==> src/angr_pkg.sv <==
// Package: offsets, field positions, reset values and enums of the next-page and gig config bank
package angr_pkg;

   // Register offsets (5-bit management register address)
   localparam logic [4:0]  ANGR_OFS_ADV_BASE   = 5'h04;
   localparam logic [4:0]  ANGR_OFS_PARTNER_BS = 5'h05;
   localparam logic [4:0]  ANGR_OFS_EXPANSION  = 5'h06;
   localparam logic [4:0]  ANGR_OFS_TX_NP      = 5'h07;
   localparam logic [4:0]  ANGR_OFS_RX_NP      = 5'h08;
   localparam logic [4:0]  ANGR_OFS_GIG_CFG    = 5'h09;

   // Expansion register bit positions
   localparam int ANGR_EXP_PARTNER_AN  = 0;
   localparam int ANGR_EXP_PAGE_RX     = 1;
   localparam int ANGR_EXP_OWN_NP      = 2;
   localparam int ANGR_EXP_PARTNER_NP  = 3;
   localparam int ANGR_EXP_PD_FAULT    = 4;
   localparam int ANGR_EXP_LOC_SELECT  = 5;
   localparam int ANGR_EXP_LOC_VALID   = 6;

   // Next-page register bit positions
   localparam int ANGR_NP_MORE   = 15;
   localparam int ANGR_NP_ACK    = 14;
   localparam int ANGR_NP_MSG    = 13;
   localparam int ANGR_NP_ACK2   = 12;
   localparam int ANGR_NP_PARITY = 11;
   localparam int ANGR_NP_CODE_W = 11;

   // Configuration register bit positions
   localparam int ANGR_CFG_TEST_LSB  = 13;
   localparam int ANGR_CFG_ROLE_EN   = 12;
   localparam int ANGR_CFG_ROLE_VAL  = 11;
   localparam int ANGR_CFG_PORT_TYPE = 10;
   localparam int ANGR_CFG_ADV_FULL  = 9;
   localparam int ANGR_CFG_ADV_HALF  = 8;
   localparam int ANGR_CFG_AUTO_DIAG = 7;

   // Reset values
   localparam logic [15:0] ANGR_RST_EXPANSION = 16'h0064;
   localparam logic [15:0] ANGR_RST_TX_NP     = 16'h2001;
   localparam logic [15:0] ANGR_RST_RX_NP     = 16'h2001;
   localparam logic [15:0] ANGR_RST_GIG_CFG   = 16'h0300;
   localparam logic [10:0] ANGR_RST_NP_CODE   = 11'h001;

   // Write masks: writable bits of the transmit next-page and configuration registers
   localparam logic [15:0] ANGR_WMASK_TX_NP   = 16'hb7ff;
   localparam logic [15:0] ANGR_WMASK_GIG_CFG = 16'hff80;

   // Transmit test modes
   typedef enum logic [2:0] {
      ANGR_TM_NORMAL    = 3'h0,
      ANGR_TM_WAVEFORM  = 3'h1,
      ANGR_TM_JIT_MSTR  = 3'h2,
      ANGR_TM_JIT_SLV   = 3'h3,
      ANGR_TM_DISTORT   = 3'h4,
      ANGR_TM_SCR_IDLE  = 3'h5,
      ANGR_TM_REP_0001  = 3'h6,
      ANGR_TM_PULSE_63Z = 3'h7
   } angr_test_mode_t;

   // Cable diagnostic launcher states
   typedef enum logic [2:0] {
      ANGR_DG_IDLE = 3'b001,
      ANGR_DG_ARM  = 3'b010,
      ANGR_DG_FIRE = 3'b100
   } angr_diag_state_t;

endpackage : angr_pkg

==> src/angr_sync.sv <==
// Two-flop synchroniser bank for asynchronous status inputs
`timescale 1ns/1ps
module angr_sync
   import angr_pkg::*;
#(
   parameter int WIDTH = 1
)
(
   // Clock and reset
   input  wire logic             clock_in,
   input  wire logic             rst_b_in,
   // Data
   input  wire logic [WIDTH-1:0] async_in,
   output logic      [WIDTH-1:0] sync_out
);

   logic [WIDTH-1:0] stage1_r;
   logic [WIDTH-1:0] stage1_nxt;
   logic [WIDTH-1:0] stage2_r;
   logic [WIDTH-1:0] stage2_nxt;

   // Next values: first stage only feeds second
   always_comb
   begin
      stage1_nxt = async_in;
      stage2_nxt = stage1_r;
   end

   // Register both stages
   always_ff @(posedge clock_in or negedge rst_b_in)
   begin
      if (!rst_b_in)
      begin
         stage1_r <= '0;
         stage2_r <= '0;
      end
      else
      begin
         stage1_r <= stage1_nxt;
         stage2_r <= stage2_nxt;
      end
   end

   assign sync_out = stage2_r;

endmodule : angr_sync

==> src/angr_regs.sv <==
// Next-page, expansion and gigabit configuration management register bank
`timescale 1ns/1ps

////////////////////////////////////////////////////////////////////////////////
// Functional notes
// - Parallel-detect fault latches high, clears on read
// - Page-received latches high, clears on read
// - Storage location bits 6 and 5 read one
// - Bit 3 shows partner next-page ability
// - Bit 2 shows own next-page ability, reset one
// - Bit 0 shows partner negotiation ability
// - Tx bit 15 requests more pages
// - Tx bit 13 selects message page, reset one
// - Tx bit 12 sets outgoing acknowledge two
// - Tx parity flips per sent page, starts inverted
// - Tx bits 10-0 hold code, reset 0x1
// - Rx page flags captured from latest page
// - Rx parity flips per received page
// - Rx bits 10-0 hold partner code
// - Bits 15-13 select transmit test mode
// - Bit 12 forces role from bit 11
// - Bit 10 declares multi-port device
// - Bits 9,8 advertise gig full, half
// - Bit 7 launches cable diagnostic after link down
module angr_regs
   import angr_pkg::*;
(
   // Clock and reset
   input  wire logic        clock_in,
   input  wire logic        rst_b_in,
   // Management register access (address, write and read strobes)
   input  wire logic [4:0]  reg_addr_in,
   input  wire logic        reg_wr_in,
   input  wire logic        reg_rd_in,
   input  wire logic [15:0] reg_wdata_in,
   output logic      [15:0] reg_rdata_out,
   // Strap defaults for gigabit advertisement, sampled after reset
   input  wire logic        strap_adv_gig_full_in,
   input  wire logic        strap_adv_gig_half_in,
   // Negotiation engine events and status (same clock)
   input  wire logic        parallel_detect_fault_in,
   input  wire logic        page_received_in,
   input  wire logic        page_sent_in,
   input  wire logic        partner_np_capable_in,
   input  wire logic        partner_negotiation_capable_in,
   input  wire logic        own_base_parity_in,
   input  wire logic        partner_base_parity_in,
   input  wire logic        base_page_done_in,
   input  wire logic [15:0] rx_page_word_in,
   // Line status from the analog side (asynchronous)
   input  wire logic        link_up_in,
   // Controls to the PHY core
   output logic             tx_more_pages_out,
   output logic             tx_msg_page_out,
   output logic             tx_ack_two_out,
   output logic             tx_page_parity_out,
   output logic [10:0]      tx_page_code_out,
   output logic [2:0]       test_mode_out,
   output logic             manual_role_enable_out,
   output logic             manual_role_value_out,
   output logic             port_multi_out,
   output logic             adv_gig_full_out,
   output logic             adv_gig_half_out,
   output logic             cable_diag_start_out
);

   ////////////////////////////////////////////////////////////////////////////
   // Synchronised link status
   logic link_up_s;

   angr_sync #(.WIDTH(1)) u_link_sync (
      .clock_in (clock_in),
      .rst_b_in (rst_b_in),
      .async_in (link_up_in),
      .sync_out (link_up_s)
   );

   ////////////////////////////////////////////////////////////////////////////
   // State
   logic             pd_fault_r;
   logic             pd_fault_nxt;
   logic             page_rx_r;
   logic             page_rx_nxt;
   logic [15:0]      tx_np_r;
   logic [15:0]      tx_np_nxt;
   logic [15:0]      rx_np_r;
   logic [15:0]      rx_np_nxt;
   logic [15:0]      cfg_r;
   logic [15:0]      cfg_nxt;
   logic             strap_done_r;
   logic             strap_done_nxt;
   logic             link_prev_r;
   logic             link_prev_nxt;
   logic             diag_pulse_r;
   logic             diag_pulse_nxt;
   logic [15:0]      rdata_r;
   logic [15:0]      rdata_nxt;
   angr_diag_state_t dg_r;
   angr_diag_state_t dg_nxt;
   logic             rd_exp;
   logic             wr_tx;
   logic             wr_cfg;
   logic [15:0]      exp_view;

   // Decode of strobes
   assign rd_exp = reg_rd_in && (reg_addr_in == ANGR_OFS_EXPANSION);
   assign wr_tx  = reg_wr_in && (reg_addr_in == ANGR_OFS_TX_NP);
   assign wr_cfg = reg_wr_in && (reg_addr_in == ANGR_OFS_GIG_CFG);

   // Assembled expansion register view
   always_comb
   begin
      exp_view                      = '0;
      exp_view[ANGR_EXP_LOC_VALID]  = 1'b1;
      exp_view[ANGR_EXP_LOC_SELECT] = 1'b1;
      exp_view[ANGR_EXP_PD_FAULT]   = pd_fault_r;
      exp_view[ANGR_EXP_PARTNER_NP] = partner_np_capable_in;
      exp_view[ANGR_EXP_OWN_NP]     = ANGR_RST_EXPANSION[ANGR_EXP_OWN_NP];
      exp_view[ANGR_EXP_PAGE_RX]    = page_rx_r;
      exp_view[ANGR_EXP_PARTNER_AN] = partner_negotiation_capable_in;
   end

   ////////////////////////////////////////////////////////////////////////////
   // Latched-high status: event set wins over the clearing read
   always_comb
   begin
      pd_fault_nxt = pd_fault_r;
      page_rx_nxt  = page_rx_r;
      if (rd_exp)
      begin
         pd_fault_nxt = 1'b0;
         page_rx_nxt  = 1'b0;
      end
      if (parallel_detect_fault_in)
         pd_fault_nxt = 1'b1;
      if (page_received_in)
         page_rx_nxt = 1'b1;
   end

   ////////////////////////////////////////////////////////////////////////////
   // Transmit and received next-page registers
   always_comb
   begin
      tx_np_nxt = tx_np_r;
      rx_np_nxt = rx_np_r;
      if (wr_tx)
         tx_np_nxt = (reg_wdata_in & ANGR_WMASK_TX_NP)
                   | (tx_np_r & ~ANGR_WMASK_TX_NP);
      // Parity seeds from the base pages until next pages begin
      if (!base_page_done_in)
      begin
         tx_np_nxt[ANGR_NP_PARITY] = ~own_base_parity_in;
         rx_np_nxt[ANGR_NP_PARITY] = ~partner_base_parity_in;
      end
      else
      begin
         if (page_sent_in)
            tx_np_nxt[ANGR_NP_PARITY] = ~tx_np_r[ANGR_NP_PARITY];
         if (page_received_in)
         begin
            rx_np_nxt = rx_page_word_in;
            rx_np_nxt[ANGR_NP_PARITY] = ~rx_np_r[ANGR_NP_PARITY];
         end
      end
   end

   ////////////////////////////////////////////////////////////////////////////
   // Configuration register, strap defaults taken once after reset release
   always_comb
   begin
      cfg_nxt        = cfg_r;
      strap_done_nxt = 1'b1;
      if (!strap_done_r)
      begin
         cfg_nxt[ANGR_CFG_ADV_FULL] = strap_adv_gig_full_in;
         cfg_nxt[ANGR_CFG_ADV_HALF] = strap_adv_gig_half_in;
      end
      if (wr_cfg)
         cfg_nxt = (reg_wdata_in & ANGR_WMASK_GIG_CFG)
                 | (cfg_r & ~ANGR_WMASK_GIG_CFG);
   end

   ////////////////////////////////////////////////////////////////////////////
   // Cable diagnostic launcher: one pulse per link-down when enabled
   always_comb
   begin
      link_prev_nxt  = link_up_s;
      diag_pulse_nxt = 1'b0;
      dg_nxt         = dg_r;
      case (dg_r)
         ANGR_DG_IDLE:
         begin
            if (link_prev_r && !link_up_s)
               dg_nxt = ANGR_DG_ARM;
         end
         ANGR_DG_ARM:
         begin
            if (cfg_r[ANGR_CFG_AUTO_DIAG])
               dg_nxt = ANGR_DG_FIRE;
            else
               dg_nxt = ANGR_DG_IDLE;
         end
         ANGR_DG_FIRE:
         begin
            diag_pulse_nxt = 1'b1;
            dg_nxt         = ANGR_DG_IDLE;
         end
         default:
            dg_nxt = ANGR_DG_IDLE;
      endcase
   end

   ////////////////////////////////////////////////////////////////////////////
   // Registered read data; unmapped offsets read zero
   always_comb
   begin
      rdata_nxt = rdata_r;
      if (reg_rd_in)
      begin
         case (reg_addr_in)
            ANGR_OFS_EXPANSION: rdata_nxt = exp_view;
            ANGR_OFS_TX_NP:     rdata_nxt = tx_np_r;
            ANGR_OFS_RX_NP:     rdata_nxt = rx_np_r;
            ANGR_OFS_GIG_CFG:   rdata_nxt = cfg_r;
            default:            rdata_nxt = '0;
         endcase
      end
   end

   ////////////////////////////////////////////////////////////////////////////
   // Register latched status flags
   always_ff @(posedge clock_in or negedge rst_b_in)
   begin
      if (!rst_b_in)
      begin
         pd_fault_r <= 1'b0;
         page_rx_r  <= 1'b0;
      end
      else
      begin
         pd_fault_r <= pd_fault_nxt;
         page_rx_r  <= page_rx_nxt;
      end
   end

   // Register transmit and received next pages
   always_ff @(posedge clock_in or negedge rst_b_in)
   begin
      if (!rst_b_in)
      begin
         tx_np_r <= ANGR_RST_TX_NP;
         rx_np_r <= ANGR_RST_RX_NP;
      end
      else
      begin
         tx_np_r <= tx_np_nxt;
         rx_np_r <= rx_np_nxt;
      end
   end

   // Register configuration and strap capture flag
   always_ff @(posedge clock_in or negedge rst_b_in)
   begin
      if (!rst_b_in)
      begin
         cfg_r        <= ANGR_RST_GIG_CFG;
         strap_done_r <= 1'b0;
      end
      else
      begin
         cfg_r        <= cfg_nxt;
         strap_done_r <= strap_done_nxt;
      end
   end

   // Register diagnostic launcher state
   always_ff @(posedge clock_in or negedge rst_b_in)
   begin
      if (!rst_b_in)
      begin
         link_prev_r  <= 1'b0;
         diag_pulse_r <= 1'b0;
         dg_r         <= ANGR_DG_IDLE;
      end
      else
      begin
         link_prev_r  <= link_prev_nxt;
         diag_pulse_r <= diag_pulse_nxt;
         dg_r         <= dg_nxt;
      end
   end

   // Register read data
   always_ff @(posedge clock_in or negedge rst_b_in)
   begin
      if (!rst_b_in)
      begin
         rdata_r <= '0;
      end
      else
      begin
         rdata_r <= rdata_nxt;
      end
   end

   ////////////////////////////////////////////////////////////////////////////
   // Outputs straight from flip-flops
   assign reg_rdata_out          = rdata_r;
   assign tx_more_pages_out      = tx_np_r[ANGR_NP_MORE];
   assign tx_msg_page_out        = tx_np_r[ANGR_NP_MSG];
   assign tx_ack_two_out         = tx_np_r[ANGR_NP_ACK2];
   assign tx_page_parity_out     = tx_np_r[ANGR_NP_PARITY];
   assign tx_page_code_out       = tx_np_r[ANGR_NP_CODE_W-1:0];
   assign test_mode_out          = cfg_r[ANGR_CFG_TEST_LSB+2:ANGR_CFG_TEST_LSB];
   assign manual_role_enable_out = cfg_r[ANGR_CFG_ROLE_EN];
   assign manual_role_value_out  = cfg_r[ANGR_CFG_ROLE_VAL];
   assign port_multi_out         = cfg_r[ANGR_CFG_PORT_TYPE];
   assign adv_gig_full_out       = cfg_r[ANGR_CFG_ADV_FULL];
   assign adv_gig_half_out       = cfg_r[ANGR_CFG_ADV_HALF];
   assign cable_diag_start_out   = diag_pulse_r;

endmodule : angr_regs

==> config.mk <==
export PLATFORM = sky130hd
export DESIGN_NAME = angr_regs
export DESIGN_NICKNAME = d
export VERILOG_FILES = /design/src/angr_pkg.sv /design/src/angr_sync.sv /design/src/angr_regs.sv
export SDC_FILE = /design/constraint.sdc
export NUM_CORES = 1
export LEC_CHECK = 0
export BUFFER_PORTS_ARGS = -buffer_cell sky130_fd_sc_hd__buf_4
export CAP_MARGIN = 20
export CORE_MARGIN = 1.5
export CORE_UTILIZATION = 37
export DETAILED_ROUTE_END_ITERATION = 7
export PLACE_DENSITY_LB_ADDON = 0.12
export SLEW_MARGIN = 25
export SYNTH_ARGS = -nofsm -noshare
export SYNTH_HDL_FRONTEND = slang
export SYNTH_HIERARCHICAL = 1
export SYNTH_SLANG_ARGS = --single-unit
==> constraint.sdc <==
create_clock -name clock_in -period 1.4 [get_ports clock_in]
set_clock_uncertainty 0.15 [all_clocks]
set_input_delay 0.35 -clock clock_in [delete_from_list [all_inputs] [get_ports clock_in]]
set_output_delay 0.35 -clock clock_in [all_outputs]
set_load 0.1 [all_outputs]
**Word-level counts from Yosys, hierarchy flattened**

Cells that the tools add are included.

- Bits of input ports: 52
- Output and inout bits: 40
- Logic and storage cells: 55
- Flip-flop bits (word level): 74

- Reduce and logical (&&, ||, !) cells: 8
- Bitwise gates (word level): 6
- Equal/unequal tests: 11
- Muxes and demuxes: 15

Operators by type and width:

| kind | count |
|---|---|
| $pmux W16 S4 | 1 |
| $mux W12 | 2 |
| $or A16 B15 Y16 | 1 |
| $or A16 B7 Y16 | 1 |
| $eq A5 B3 Y1 const B | 2 |
| $eq A5 B4 Y1 const B | 2 |
| $mux W10 | 1 |
| $mux W1 | 7 |
| $mux W3 | 2 |
| $pmux W3 S2 | 1 |
| $logic_and A1 B1 Y1 | 4 |
| $ne A2 B2 Y1 const B | 2 |
| $not A1 Y1 | 4 |
| $reduce_bool A2 Y1 | 2 |
| $eq A3 B1 Y1 const B | 1 |
| $eq A3 B2 Y1 const B | 1 |
| $eq A3 B3 Y1 const B | 1 |
| $ne A3 B2 Y1 const B | 1 |
| $mux W2 | 1 |
| $ne A2 B1 Y1 const B | 1 |
| $reduce_and A2 Y1 | 1 |
| $logic_not A1 Y1 | 1 |

**Logic depth before layout (Yosys ltp)**

Gate-level depths: netlist of run 1.

- Depth after elaboration: 5
- Gate-level depth with buffers: 7
- Gate-level depth less buffers: 3

**Modules after synthesis**

The synthesis of run 1 kept the hierarchy.

By module, submodules not included:

| module | area an instance (um^2) | cells an instance | times used | sequential area each (um^2) |
|---|---|---|---|---|
| angr_regs | 2879.0 | 214 | 1 | 1610.3 |
| angr_sync | 50.0 | 2 | 1 | 50.0 |

**Worst setup path after synthesis of run 1**

OpenSTA, ideal clock, no wires.

- Kind: input to register
- Start point: in reg_addr_in[3]
- End point: reg tx_np_r[10]
- Required time: 1124 ps
- Setup slack: -289 ps
- Arrival: 1412 ps
- Buffers on the path: 3
- Cell stages on the path: 6
- Library setup time: 126 ps
- Cell sequence: and3b_1 -> buf_2 -> and3_4 -> buf_6 -> buf_12 -> mux2_4

- Cells in the longest elaborated chain, start to end: 2

Ends and longest elaborated chain:

| item | line | text |
|---|---|---|
| from (decl) | angr_regs.sv:32 | `input wire logic [4:0] reg_addr_in,` |
| $eq A5 B3 Y1 | angr_regs.sv:107 | `assign wr_tx = reg_wr_in && (reg_addr_in == ANGR_OFS_TX_NP);` |
| $logic_and A1 B1 Y1 | angr_regs.sv:107 |  |
| to (signal assigned) | angr_regs.sv:256 | `tx_np_r <= tx_np_nxt;` |
| to (decl) | angr_regs.sv:84 | `logic [15:0] tx_np_r;` |

No other way between the ends.
A chain may end at the register's enable or synchronous reset.

**Worst setup path after layout of run 1**

- Start point: reg tx_np_r[13]
- End point: out tx_msg_page_out

RTL lines:

| item | line | text |
|---|---|---|
| to (decl) | angr_regs.sv:54 | `output logic tx_msg_page_out,` |

No word-level cell between the ends.

==> out/metrics.cfg, run 1 <==
[min_path]
hp-class=input port to flop
worstHoldPathCells=2
hold_path_end=tx_np_r[11]
holdCritStartpoint=own_base_parity_in

[sta]
slew_viol_final=0
max_freq_ghz=0.631
min_period_ns=1.59
setup_tns_ns=-2.22
setup_viol=40
worst_slack_ns=-0.186
whs_ns=0.0290
rsz0062_at_grt=true
hold_violations=0
fin_crit_sh_pct=113

[pwr]
p_sw_uw=2240
switching_share_pct=33.8
max-vdd-ir-drop_uv=623
p_int_uw=4380
clockPowerShare_pct=30.1
pwr-share-comb_pct=34.6
power.density_nw_per_um2=1340
sequentialPowerShare_pct=35.3
leakage_uw=0.00215
total_power_uw=6620

[route]
wl_mm=7.67
drc=0
wl_per_cell_um=16.5
drt_pass1_iterations=4
antenna_left=0
dr_total_vias=2350
viasPerCell=5.05
drt_iter0_markers=81

[cells_and_area]
area_delta_synth_final_pct=68.1
drive_above_1_share_pct=64.2
fill_cells=616
diodes=0
finalNetCount=410

[yosys]
syn_area_per_cell_um2=13.6
ys_seq_area_share_pct=56.7
synth-seq-cells=66
ys_warn_count=6
ys_types=32
postSynthCellCount=216
synth_top_area_share_pct=50.4
yosysTopAreaCell=dfrtp_1
syn_nets=268
ys_top_cells_by_area=dfrtp_1 50%, mux2_2 13%, a32oi_1 7.2%, dfstp_2 6.3%, mux2_4 5.1%
synth_area_um2=2930

[floorplanning]
die_w_um=92.0
io_pins=92
row_count=32
die_h_um=92.0
start_util_pct=38.1
die-area_um2=8460
core_um2=7690

[critical_path]
reg2reg_from=cfg_r[11]
start_kind=flop
cp_max_fo=2
critical_path_class=flop to output port
slowest_delay_ns=0.57
rrSetupSlack_ns=0.07
end_kind=output port
cp.arrival_ns=1.09
timing.rr.end=reg_rdata_out[11]
cp.buffers_inverters=1
crit_slowest_cell=dfstp_2
critPathTopFamily=flip-flops
ff2ff_path_depth=4
cp_cell_sequence=buf_12
required_ns=0.90

[placement]
finalWeightedCongestion=0.719
pre_cts_ws_ns=-0.300
dpl.hpwl_mm=5.12
portBuffers=90

[clock_tree]
cts-buffers-inserted=9
cts_tree=built
clk_pin_slew_worst_paths_ns=0.07
insertion_delay_ns=0.34
clkSinkCount=66
h-tree-depth=3
ctsRootBufferMaster=clkbuf_8
clock_path_buffers=2

[global_routing]
globalRouteOverflowTotal=0
grt_pass1_vias=2474
grt_usage_pct=19.3
grt_max_degree=40
antenna_found_initial=0
grt_pass1_wl_mm=12.6

[status]
failed_checks=setup timing
status=complete, but fails checks

[run]
maxCapViolations=0

-- Yosys cell counts --
cell       count
dfrtp_1       59
mux2_2        33
a32oi_1       24
nand3_1       19
mux2_4        10
nand2_1       10
buf_2          7
dfstp_2        7
o2bb2ai_1      7
buf_4          3
buf_6          3
clkbuf_1       3
nand2b_1       3
nor2_1         3
nor3b_1        3
a21o_1         2
and3b_1        2
mux2i_1        2
nor4bb_1       2
xnor2_1        2
and3_1         1
and3_4         1
and4b_1        1
buf_1          1
buf_12         1
conb_1         1
inv_2          1
nor2b_1        1
nor2b_4        1
nor4b_1        1
o21ai_0        1
o21ai_1        1
-- cell families after synthesis --
group	Yosys count	share of synthesized area (%)
buffers and inverters	19	4.44
other	1	0.128
AND/OR/NAND/NOR	48	9.53
flip-flops	66	56.7
AO/OA/AOI/OAI	35	10.1
multiplexers	45	18.5
XOR/XNOR	2	0.598
-- registers in the layout, summed over array words and instances, names as in the netlist --
register              cells
reg_rdata_out            16
rx_np_r                  16
tx_np_r                  15
cfg_r                     9
dg_r                      3
cable_diag_start_out      1
link_prev_r               1
page_rx_r                 1
pd_fault_r                1
strap_done_r              1
u_link_sync/stage1_r      1
u_link_sync/sync_out      1
-- metrics by stage --
stage                     std cells  instance area [um2]  utilization (%)
after floorplan                 216                 2960                -
after detailed placement        414                 3900             50.7
after CTS                       463                 4890             63.6
after global routing            465                 4920             64.0
final                           465                 4920             64.0
after global placement          414                 3900             50.7
-- what timing repair did --
action / CTS / global route
gates cloned: 0 / 0
endpoints found under the hold margin: 60 / 0
buffers inserted: 31 / 2
pin swaps: 0 / 1
hold buffers: 2 / 0
endpoints found under the setup margin: 40 / 48
gates resized for setup: 118 / 4
-- power by group through the flow --
| stage | registers, uW | logic, uW | clock network, uW |
|---|---|---|---|
| 2_1_floorplan | 3090 | 500 | 0 |
| 3_3_place_gp | 2340 | 1740 | 0 |
| 3_5_place_dp | 2340 | 1750 | 0 |
| 4_1_cts | 2330 | 2280 | 2020 |
| 5_1_grt | 2360 | 2380 | 2100 |
| 6_report | 2340 | 2290 | 2000 |
-- cells in the final DEF (no fill, tap or decap), types with 3 or more instances in the layout --
cell and count:
nor2_1 3, nand2b_1 3, mux2_4 10, buf_12 46, nand3_1 19, dfrtp_1 44
clkbuf_8 10, o2bb2ai_1 7, nand2_1 10, buf_4 99, dfstp_2 7, bufinv_16 3
a32oi_1 24, mux2_2 33, dfrtp_2 15
-- layout make-up --
cell class,instances,area (um2),share of cell area [%]
Timing Repair Buffer,149,1710,34.7
Sequential cell,66,1680,34.1
Multi-Input combinational cell,131,1150,23.4
Clock buffer,10,138,2.80
Tap cell,102,128,2.59
Clock inverter,6,114,2.31
Inverter,1,3.75,0.0762
-- how the worst max path moves through the flow --
stage / cells past startpoint / endpoint / startpoint
floorplan: 7 / tx_np_r[10] / reg_addr_in[0]
global placement: 5 / cfg_r[12] / reg_addr_in[2]
detailed placement: 5 / cfg_r[15] / reg_addr_in[2]
CTS: 1 / tx_msg_page_out / tx_np_r[13]
global route: 1 / tx_msg_page_out / tx_np_r[13]
finish: 1 / tx_msg_page_out / tx_np_r[13]
-- layer usage --
metal	track usage, %	vias to the layer above	share of wire (%)
li1	-	1095	-
met1	25.8	1163	46
met2	31.2	82	47
met3	3.40	10	5.1
met4	7.44	0	1.4
met5	0	-	0
(Power assumes the default switching activity.)
==> run 2: changes to the inputs <==
--- a/config.mk
+++ b/config.mk
@@ -7,6 +7,7 @@
 export LEC_CHECK = 0
 export BUFFER_PORTS_ARGS = -buffer_cell sky130_fd_sc_hd__buf_4
 export CAP_MARGIN = 20
+export CORE_ASPECT_RATIO = 1.75
 export CORE_MARGIN = 1.5
 export CORE_UTILIZATION = 37
 export DETAILED_ROUTE_END_ITERATION = 7
==> out/metrics.cfg, run 2 (synthesized netlist as in run 1, its figures left out) <==
[status]
status=complete, but fails checks
failed_checks=setup timing

[clock_tree]
h-tree-depth=3  ; unchanged
cts_tree=built
clock_path_buffers=2  ; unchanged
ctsRootBufferMaster=clkbuf_16
clk_pin_slew_worst_paths_ns=0.05  ; -0.02 ns
cts-buffers-inserted=9  ; unchanged
clkSinkCount=66  ; unchanged
insertion_delay_ns=0.33  ; about the same

[sta]
worst_slack_ns=-0.181  ; +0.00500 ns
setup_tns_ns=-1.54  ; +0.680 ns
max_freq_ghz=0.633  ; +0.32%
slew_viol_final=0  ; unchanged
setup_viol=39  ; -2.5%
hold_violations=0  ; unchanged
rsz0062_at_grt=true
fin_crit_sh_pct=113  ; -0.36 points
min_period_ns=1.58  ; -0.00500 ns

[route]
viasPerCell=5.29  ; +4.6%
drt_pass1_iterations=4  ; unchanged
wl_mm=8.02  ; +4.5%
drc=0  ; unchanged
dr_total_vias=2421  ; +3.0%
drt_iter0_markers=92  ; +14%
antenna_left=0  ; unchanged
wl_per_cell_um=17.5  ; +6.1%

[floorplanning]
io_pins=92  ; unchanged
die_h_um=121  ; +31%
die_w_um=70.3  ; -24%
start_util_pct=38.4  ; +0.34 points
row_count=42  ; +31%
core_um2=7620  ; -0.88%
die-area_um2=8480  ; +0.25%

[min_path]
holdCritStartpoint=partner_base_parity_in
worstHoldPathCells=2  ; unchanged
hold_path_end=rx_np_r[11]
hp-class=input port to flop

[cells_and_area]
mostFrequentLayoutCells=107 x buf_4, 45 x buf_12, 43 x dfrtp_1, 33 x mux2_2, 24 x a32oi_1
fin_util_pct=65.0  ; +0.95 points
fill_cells=601  ; -2.4%
diodes=0  ; unchanged
drive_above_1_share_pct=63.8  ; -0.40 points
final_common_cell=buf_4
finalNetCount=417  ; +1.7%
area_delta_synth_final_pct=69.1
fin_area_um2=4950  ; +0.58%

[critical_path]
end_kind=output port
start_kind=flop
rrSetupSlack_ns=0.09  ; +0.02 ns
timing.rr.end=reg_rdata_out[13]
critPathTopFamily=flip-flops
required_ns=0.90  ; about the same
reg2reg_from=cfg_r[13]
crit_slowest_cell=dfstp_2
cp_cell_sequence=buf_12
critical_path_class=flop to output port
cp.arrival_ns=1.08  ; about the same
slowest_delay_ns=0.57  ; about the same
cp.buffers_inverters=1  ; unchanged
cp_max_fo=2  ; unchanged
ff2ff_path_depth=4  ; unchanged

[pwr]
pwr-share-comb_pct=34.5  ; about the same
p_int_uw=4400  ; +0.46%
max-vdd-ir-drop_uv=704  ; +13%
power.density_nw_per_um2=1340  ; -0.33%
p_sw_uw=2230  ; -0.15%
sequentialPowerShare_pct=35.4  ; about the same
clockPowerShare_pct=30.1  ; about the same
switching_share_pct=33.7  ; -0.14 points
leakage_uw=0.00218  ; +1.5%

[global_routing]
grt_busiest_layer=met2
grtUsageMet3_pct=4.17  ; +0.77 points
antenna_found_initial=0  ; unchanged
grt_pass1_wl_mm=13.5  ; +7.4%
grt_usage_pct=21.0  ; +1.6 points
grt_use_met1_pct=25.3  ; -0.53 points
grt_max_degree=26  ; -35%
use_met2_pct=34.7  ; +3.5 points
grt_pass1_vias=2634  ; +6.5%
globalRouteOverflowTotal=0  ; unchanged

[run]
maxCapViolations=0  ; unchanged

[placement]
finalWeightedCongestion=0.802  ; +11%
portBuffers=90  ; unchanged
place_area_um2=3910  ; +0.19%
dpl.hpwl_mm=5.61  ; +9.6%

==> run 2: through the flow <==
| stage | setup slack [ns] | total power [uW] | hold WS (ns) | std cells |
|---|---|---|---|---|
| floorplan | -0.264 | 3590 | -0.0956 | 216 |
| detailed placement | -0.494 | 4110 | 0.137 | 405 |
| finish | -0.181 | 6640 | 0.0388 | 458 |
| global placement | -0.459 | 4090 | 0.137 | 405 |
| global route | -0.198 | 6880 | 0.0521 | 458 |
| CTS | -0.198 | 6670 | 0.0297 | 455 |
==> run 2: what timing repair did <==
action	CTS	global route
hold endpoints to repair	18	0
setup endpoints to repair	49	47
hold buffers	2	0
setup buffers	32	3
resized for setup	120	3
==> run 2: how the worst max path moves through the flow <==
stage / start / end / slack, ns / cells after the start
2_1_floorplan: reg_addr_in[0] / tx_np_r[10] / -0.26 / 7
3_3_place_gp: reg_addr_in[2] / cfg_r[10] / -0.46 / 4
3_5_place_dp: reg_addr_in[2] / cfg_r[10] / -0.49 / 4
4_1_cts: tx_np_r[0] / tx_page_code_out[0] / -0.20 / 1
5_1_grt: tx_np_r[0] / tx_page_code_out[0] / -0.20 / 1
6_report: tx_np_r[0] / tx_page_code_out[0] / -0.18 / 1
==> run 2: final cells by class <==
type	count	area [um2]	area share [%]
Tap cell	88	110	2.22
Sequential cell	66	1680	33.9
Timing Repair Buffer	156	1750	35.3
Multi-Input combinational cell	131	1150	23.2
Inverter	1	3.75	0.0758
Clock buffer	16	262	5.28
==> run 2: metal layers <==
layer	routed length (um)	up-vias
li1	-	1117
met1	3140	1215
met5	0	-
met2	4340	73
met4	228	0
met3	309	16
==> run 2: power by group through the flow <==
| stage | sequential [uW] | clock, uW | combinational (uW) |
|---|---|---|---|
| global placement | 2340 | 0 | 1750 |
| finish | 2350 | 2000 | 2290 |
| global route | 2380 | 2130 | 2370 |
| CTS | 2350 | 2040 | 2280 |
| detailed placement | 2350 | 0 | 1760 |
| floorplan | 3090 | 0 | 500 |
